### src/hdl/mcm_csr_map.svh
// offsets, field widths and reset values of the mac csr address map
// assumes: included by the design files by bare name
`ifndef MCM_CSR_MAP_SVH
`define MCM_CSR_MAP_SVH

// dword offsets inside one port window
`define MCM_WIN_BITS      8
`define MCM_BASE_LO       8'h00
`define MCM_BASE_HI       8'h17
`define MCM_STAT_LO       8'h18
`define MCM_STAT_HI       8'h38
`define MCM_TX_CMD        8'h3A
`define MCM_RX_CMD        8'h3B
`define MCM_EXT_LO        8'h3C
`define MCM_EXT_HI        8'h3E
`define MCM_RSVD_WORD     8'h3F

// shared registers of the base group
`define MCM_REVISION      8'h00
`define MCM_SCRATCH       8'h01
`define MCM_FRAME_LEN     8'h05
`define MCM_PAUSE_QUANTA  8'h06
`define MCM_PHY_ADDR_1ST  8'h0F
`define MCM_PHY_ADDR_2ND  8'h10
`define MCM_TX_IPG_LEN    8'h17

// shared store slots
`define MCM_SLOT_SCRATCH  3'h0
`define MCM_SLOT_FRAME    3'h1
`define MCM_SLOT_PAUSE    3'h2
`define MCM_SLOT_PHY1     3'h3
`define MCM_SLOT_PHY2     3'h4
`define MCM_SLOT_IPG      3'h5

// reset values and access phases
`define MCM_CMD_RESET     32'h0000_0000
`define MCM_ZERO_WORD     32'h0000_0000
`define MCM_PH_ISSUE      2'h0
`define MCM_PH_CAPTURE    2'h1
`define MCM_PH_DONE       2'h2

`endif

### src/hdl/mcm_pkg.sv
// types shared by the mac csr address map modules
// assumes: mcm_csr_map.svh on the include path
package mcm_pkg;

  typedef logic [31:0] mcm_word_t;

  // one access forwarded to an outside register group
  typedef struct packed {
    logic [7:0] port;    // port window index
    logic [7:0] offset;  // dword offset inside the window
    mcm_word_t  wdata;   // write data
  } mcm_req_s;

  typedef enum logic [1:0] {
    MCM_PH_ISSUE_S   = 2'b00,
    MCM_PH_CAPTURE_S = 2'b01,
    MCM_PH_DONE_S    = 2'b10
  } mcm_phase_e;

endpackage : mcm_pkg

### src/hdl/mcm_csr_decoder.sv
// top-level decoder of the mac configuration and status register space
// assumes: host holds read or write and address until waitrequest drops;
// outside groups answer their read strobe with data one cycle later
//
// Functional notes
// - port windows sit back to back from 0x00, each 0x100 above the last.
// - shared registers are stored only once, behind the first port window.
// - writing a shared register through any other port window changes nothing.
// - revision, scratch, frame length, pause quanta, phy addresses, ipg are shared.
// - offsets 0x18 to 0x38 route to the statistics counters.
// - offset 0x3A is transmit command, 0x3B is receive command.
// - with extended counters built, 0x3C to 0x3E return counter upper halves.
// - every access takes a fixed three cycles; host must tolerate wait states.
`timescale 1ns/1ps
`default_nettype none
`include "mcm_csr_map.svh"
module mcm_csr_decoder
  import mcm_pkg::*;
#(
  parameter int               NPORTS    = 2,            // ports in the build
  parameter bit               EXT_STATS = 1'b1,         // extended counter option
  parameter mcm_pkg::mcm_word_t REV_VALUE = 32'h0000_0A5A // arbitrary revision value
)
(
  input  wire logic                     clk,              // csr clock
  input  wire logic                     reset_n,          // synchronous reset
  input  wire logic [((NPORTS > 1) ? $clog2(NPORTS) : 1)+7:0] address, // window and offset
  input  wire logic                     read,             // read request
  input  wire logic                     write,            // write request
  input  wire mcm_pkg::mcm_word_t       writedata,        // write data
  output mcm_pkg::mcm_word_t            readdata,         // read data, valid at done
  output logic                          waitrequest,      // stall while access runs
  output mcm_pkg::mcm_req_s             grp_req,          // access to an outside group
  output logic                          base_rd,          // base group read strobe
  output logic                          base_wr,          // base group write strobe
  input  wire mcm_pkg::mcm_word_t       base_rdata,       // base group read data
  output logic                          stat_rd,          // counter read strobe
  input  wire mcm_pkg::mcm_word_t       stat_rdata,       // counter read data
  output logic                          ext_rd,           // upper counter read strobe
  input  wire mcm_pkg::mcm_word_t       ext_rdata,        // upper counter read data
  output logic [NPORTS-1:0][31:0]       transmit_command, // per-port transmit command
  output logic [NPORTS-1:0][31:0]       receive_command   // per-port receive command
);
  import mcm_pkg::*;

  localparam int PW = (NPORTS > 1) ? $clog2(NPORTS) : 1;

  // ****************************************************************
  // decode
  // ****************************************************************
  function automatic logic [3:0] shared_slot(input logic [7:0] off);
    logic [3:0] r;
    r = 4'h0;
    case (off)
      `MCM_SCRATCH:      r = {1'b1, `MCM_SLOT_SCRATCH};
      `MCM_FRAME_LEN:    r = {1'b1, `MCM_SLOT_FRAME};
      `MCM_PAUSE_QUANTA: r = {1'b1, `MCM_SLOT_PAUSE};
      `MCM_PHY_ADDR_1ST: r = {1'b1, `MCM_SLOT_PHY1};
      `MCM_PHY_ADDR_2ND: r = {1'b1, `MCM_SLOT_PHY2};
      `MCM_TX_IPG_LEN:   r = {1'b1, `MCM_SLOT_IPG};
      default:           r = 4'h0;
    endcase
    return r;
  endfunction : shared_slot

  wire logic [PW-1:0] port_idx  = address[PW+7:`MCM_WIN_BITS];
  wire logic [7:0]    off       = address[7:0];
  wire logic          port_ok   = 32'(port_idx) < NPORTS;
  wire logic          first     = port_idx == '0;
  wire logic          access    = read | write;
  wire logic [3:0]    slot      = shared_slot(off);
  wire logic          rev_hit   = port_ok && off == `MCM_REVISION;
  wire logic          sh_hit    = port_ok && slot[3];
  wire logic          base_hit  = port_ok && off <= `MCM_BASE_HI && !rev_hit && !sh_hit;
  wire logic          stat_hit  = port_ok && off >= `MCM_STAT_LO && off <= `MCM_STAT_HI;
  wire logic          txc_hit   = port_ok && off == `MCM_TX_CMD;
  wire logic          rxc_hit   = port_ok && off == `MCM_RX_CMD;
  wire logic          ext_hit   = EXT_STATS && port_ok
                                  && off >= `MCM_EXT_LO && off <= `MCM_EXT_HI;
  wire logic          mapped    = rev_hit | sh_hit | base_hit | stat_hit
                                  | txc_hit | rxc_hit | ext_hit;

  // ****************************************************************
  // access sequencing
  // ****************************************************************
  // fixed three-cycle access: issue, capture, done; the host sees the
  // wait states through waitrequest and must not assume a count
  mcm_phase_e ph_q;
  mcm_phase_e ph_d;
  mcm_word_t  rdata_q;
  mcm_word_t  rdata_d;
  mcm_word_t  sh_rdata;

  wire logic issue = access && ph_q == MCM_PH_ISSUE_S;
  wire logic done  = access && ph_q == MCM_PH_DONE_S;

  always_comb
  begin
    case (ph_q)
      MCM_PH_ISSUE_S:   ph_d = access ? MCM_PH_CAPTURE_S : MCM_PH_ISSUE_S;
      MCM_PH_CAPTURE_S: ph_d = MCM_PH_DONE_S;
      MCM_PH_DONE_S:    ph_d = MCM_PH_ISSUE_S;
      default:          ph_d = MCM_PH_ISSUE_S;
    endcase
  end

  assign waitrequest = access && !done;

  assign grp_req.port   = 8'(port_idx);
  assign grp_req.offset = off;
  assign grp_req.wdata  = writedata;
  assign base_rd        = issue && read && base_hit;
  assign base_wr        = done && write && base_hit;
  assign stat_rd        = issue && read && stat_hit;
  assign ext_rd         = issue && read && ext_hit;

  // unmapped offsets, 0x39, the reserved word and windows beyond the
  // last port fall to zero
  always_comb
  begin
    rdata_d = `MCM_ZERO_WORD;
    if (rev_hit)
      rdata_d = REV_VALUE;
    else if (sh_hit)
      rdata_d = sh_rdata;
    else if (base_hit)
      rdata_d = base_rdata;
    else if (stat_hit)
      rdata_d = stat_rdata;
    else if (txc_hit)
      rdata_d = transmit_command[port_idx];
    else if (rxc_hit)
      rdata_d = receive_command[port_idx];
    else if (ext_hit)
      rdata_d = ext_rdata;
  end

  always_ff @(posedge clk)
  begin
    if (!reset_n)
    begin
      ph_q    <= MCM_PH_ISSUE_S;
      rdata_q <= `MCM_ZERO_WORD;
    end
    else
    begin
      ph_q <= ph_d;
      if (ph_q == MCM_PH_CAPTURE_S)
        rdata_q <= read ? rdata_d : `MCM_ZERO_WORD;
    end
  end

  assign readdata = rdata_q;

  // ****************************************************************
  // shared storage
  // ****************************************************************
  // reads of a shared register through any port window see the first window's copy
  wire logic sh_wr = done && write && sh_hit && first;

  mcm_shared_store u_store (
    .clk     (clk),
    .reset_n (reset_n),
    .wr_en   (sh_wr),
    .wr_slot (slot[2:0]),
    .wr_data (writedata),
    .rd_slot (slot[2:0]),
    .rd_data (sh_rdata)
  );

  // ****************************************************************
  // per-port command registers
  // ****************************************************************
  always_ff @(posedge clk)
  begin
    if (!reset_n)
    begin
      for (int p = 0; p < NPORTS; p++)
      begin
        transmit_command[p] <= `MCM_CMD_RESET;
        receive_command[p]  <= `MCM_CMD_RESET;
      end
    end
    else if (done && write)
    begin
      if (txc_hit)
        transmit_command[port_idx] <= writedata;
      if (rxc_hit)
        receive_command[port_idx] <= writedata;
    end
  end
endmodule : mcm_csr_decoder
`default_nettype wire

### src/hdl/mcm_shared_store.sv
// storage of the registers common to all ports; registered read data
// assumes: one clock, synchronous active-low reset, one write port
`timescale 1ns/1ps
`default_nettype none
`include "mcm_csr_map.svh"
module mcm_shared_store
  import mcm_pkg::*;
(
  input  wire logic          clk,       // csr clock
  input  wire logic          reset_n,   // synchronous reset, active low
  input  wire logic          wr_en,     // write strobe
  input  wire logic [2:0]    wr_slot,   // write slot
  input  wire mcm_pkg::mcm_word_t wr_data, // write data
  input  wire logic [2:0]    rd_slot,   // read slot
  output mcm_pkg::mcm_word_t rd_data    // read data, one cycle after rd_slot
);
  import mcm_pkg::*;

  mcm_word_t mem_q [8];
  mcm_word_t rd_q;

  always_ff @(posedge clk)
  begin
    if (!reset_n)
    begin
      for (int i = 0; i < 8; i++)
        mem_q[i] <= `MCM_ZERO_WORD;
      rd_q <= `MCM_ZERO_WORD;
    end
    else
    begin
      if (wr_en)
        mem_q[wr_slot] <= wr_data;
      rd_q <= mem_q[rd_slot];
    end
  end

  assign rd_data = rd_q;

endmodule : mcm_shared_store
`default_nettype wire

### config.mk
export PLATFORM = sky130hd
export DESIGN_NAME = mcm_csr_decoder
export DESIGN_NICKNAME = d
export VERILOG_FILES = /design/src/hdl/mcm_pkg.sv /design/src/hdl/mcm_csr_decoder.sv /design/src/hdl/mcm_shared_store.sv
export VERILOG_INCLUDE_DIRS = /design/src /design/src/hdl
export SDC_FILE = /design/constraint.sdc
export NUM_CORES = 1
export LEC_CHECK = 0
export ABC_AREA = 1
export BUFFER_PORTS_ARGS = -buffer_cell sky130_fd_sc_hd__buf_2
export CAP_MARGIN = 0
export CORE_MARGIN = 2
export CORE_UTILIZATION = 55
export DETAILED_ROUTE_END_ITERATION = 7
export PLACE_DENSITY = 0.77
export SYNTH_ARGS = -nofsm -noshare
export SYNTH_HDL_FRONTEND = slang
export SYNTH_SLANG_ARGS = --single-unit
### constraint.sdc
create_clock -name clk -period 4.15 [get_ports clk]
set_input_delay 0.83 -clock clk [delete_from_list [all_inputs] [get_ports clk]]
set_output_delay 0.83 -clock clk [all_outputs]
set_load 0.01 [all_outputs]
==> results.toml <==
[worst_setup_path]
crit_cells = 10
crit_family = "buffers and inverters"
cp.required_ps = 3320
r2r_setup_slack_ps = 1630
cp_slowest_cell = "inv_2"
start_kind = "input pin"
critPathLaunch = "address[6]"
r2r_cells = 6
endpoint_kind = "primary output"
endpoint = "base_rd"
cpPeakStageDelay_ps = 500
path_buf_inv = 4
crit_type = "input pin to primary output"
rr_startpoint = "ph_q[0]"
crit_path_max_fanout = 27
crit_chain = "buf_2 -> nor2_1 -> nand2_1 -> a21oi_1 -> nand2_1 -> buf_4 -> inv_2 -> nand3_1 -> nor2_1 -> buf_2"
crit_arrival_ps = 2730
r2r_end = "readdata[8]"

[sta]
rsz0062_at_grt = "false"
hold_slack_ps = 462.0
tns_ps = 0
fmax_ghz = 0.2809
finalCritPeriodShare_pct = 85.80
slew_headroom_pct = 22.18
drv_slew = 0
setup_viol_count_final = 0
finalCriticalPeriod_ps = 3561
fin_skew_ps = 19.85
hold_viol_final = 0
worst_slew_pin_slew_ps = 1167

[pwr]
p_per_area_nw_per_um2 = 386.3
max-vdd-ir-drop_mv = 0.2716
p_leak_uw = 0.01006

[clock_tree]
root_buffer = "clkbuf_16"
cts_sinks = 386
path_clk_slew_ps = 60
clkLatencyLatePin_ps = 540
cts_tree = "yes"
cts.htree.levels = 2
post_cts_resized = 0
cts_buffers = 40
hold_buffers = 0
cts_buffer_depth = 3
postCtsSetupBuffers = 0

[route]
drc = 0
num_vias = 17290
ant_nets = 0
drt_iter0_markers = 1894
wl_per_cell_um = 19.62
drt-total-wl_um = 59200
vias_per_cell = 5.731
drt_first_pass_iters = 6

[placed_design]
dp_hpwl_um = 38390
gp_congestion = 0.9560
io_buffers = 346

[cells_and_area]
nets = 2679
final_common_cell = "buf_2"
drive_gt1_share_pct = 20.83
area_delta_synth_final_pct = 16.07
multiInputGateArea_um2 = 6703
seqCellArea_um2 = 9649
nFillCells = 2890
layout_common_cells = "buf_2, nand2_1, inv_1"

[synthesis]
yosysSeqAreaShare_pct = 52.14
synth_compound_area_share_pct = 13.06
synth_adder_area_share_pct = 0
muxShareOfSynthArea_pct = 0
netlist_instances = 2305
ys_warn_count = 0
ys_ff_latch = 386
synth_top_family_by_area = "simple AND/OR/NAND/NOR gates"
yosys.area_share.simple_pct = 22.95
synth_area_um2 = 18510
synth_cell_types = 29
synth_area_per_cell_um2 = 8.029
synth-xor-area-share_pct = 0

[status]
status = "finished clean"

[global_route]
grt_max_degree = 167
antenna_found_initial = 2
track_usage_pct = 32.64
grt_pass1_wl_um = 89630
overflow = 0
grt_pass1_vias = 15780

[die]
die-area_um2 = 35130
ios = 354
core_area_um2 = 33360
start_util_pct = 55.47
die_y_um = 187.4
core.rowCount = 67
die_w_um = 187.4

[job]
cap_violations = 0

[min_path]
hold_path_class = "flip-flop to flip-flop"
==> cell type report <==
type                    instances  area share, %
diodes                          1        0.01165
clock buffers                  61          5.405
clock inverters                11         0.6291
inverters                     311          5.435
multi-input cells            1409          31.20
flip-flops and latches        386          44.92
well taps                     448          2.610
repair buffers                390          9.786
==> power breakdown <==
group	internal (µW)	switching, µW	total (µW)
Sequential	4070	26.7	4100
Clock	2120	1470	3580
Combinational	192	420	611
Total	6380	1910	8300
==> logic make-up (layout without fill, tap and decap cells) <==
logic type             count (synthesis)  after routing
AOI/OAI and AO/OA                    482            482
buffers and inverters                516            773
DFF                                  386            386
other                                  1              8
and+or+nand+nor                      920            920
==> worst min-delay path by stage <==
stage	startpoint	to	slack [ps]	depth (start not counted)
final	readdata[27]	readdata[27]	460	2
after global routing	readdata[28]	readdata[28]	480	2
after CTS	readdata[27]	readdata[27]	460	2
after detailed placement	readdata[27]	readdata[27]	460	2
after global placement	readdata[25]	readdata[25]	450	2
after floorplan	ph_q[1]	ph_q[0]	450	1
==> worst reg2reg max path, cell delays in order (launching register included) <==
cell and delay (ps):
dfxtp_1 390, nand2_1 100, nor2_1 470, nand2_1 800, a21oi_1 480, nand2_1 90, a21oi_1 140
==> through the flow <==
step / instances / utilization, % / setup slack, ps / instance area, µm² / total power (µW)
finish: 3017 / 64.38 / 589.5 / 21480 / 8297
detailed placement: 2944 / 60.49 / 660.4 / 20180 / 4782
CTS: 3016 / 64.37 / 645.9 / 21480 / 8291
global route: 3017 / 64.38 / 451.5 / 21480 / 8522
floorplan: 2311 / - / 994.8 / 18530 / 4545
global placement: 2944 / 60.49 / 722.8 / 20180 / 4767
==> Yosys cell counts <==
| cell type | n | area, µm² |
|---|---|---|
| nor3_4 | 2 | 32.53 |
| clkbuf_1 | 88 | 330.3 |
| edfxtp_1 | 192 | 5766 |
| or2_2 | 58 | 362.9 |
| nor2_1 | 241 | 904.6 |
| nand3_2 | 7 | 70.07 |
| buf_4 | 52 | 390.4 |
| nand2_1 | 301 | 1130 |
| nor2_4 | 4 | 45.04 |
| inv_1 | 270 | 1013 |
| o21ai_1 | 150 | 750.7 |
| clkinv_1 | 32 | 120.1 |
| dfxtp_1 | 194 | 3884 |
| inv_2 | 9 | 33.78 |
| nor3_2 | 1 | 10.01 |
| or2_0 | 8 | 50.05 |
| o21ai_0 | 111 | 555.5 |
| buf_1 | 19 | 71.32 |
| or2_1 | 15 | 93.84 |
| a21oi_1 | 220 | 1101 |
| nor4_1 | 3 | 18.77 |
| nor3_1 | 1 | 5.000 |
| nand3_1 | 176 | 880.8 |
| nor2_2 | 3 | 18.77 |
| a21oi_2 | 1 | 8.760 |
| nand4_1 | 98 | 613.1 |
| conb_1 | 1 | 3.750 |
| nand2_2 | 2 | 12.51 |
| buf_2 | 46 | 230.2 |
==> flip-flops by register name, indices dropped and copies added, names as in the netlist <==
register	flops
ph_q	2
transmit_command	64
receive_command	64
u_store.rd_data	32
readdata	32
u_store.mem_q	192
==> metal layers <==
metal  part of all wire (%)  track usage [%]  routed length [µm]  vias to the layer above
met3                    9.3            4.390                5503                      215
met2                     47            54.16               27900                     1050
li1                       -                -                   -                     8021
met1                     37            41.38               22160                     8002
met4                    6.1            18.29                3623                        2
met5                  0.022                0                  13                        -
(Power assumes the default switching activity.)
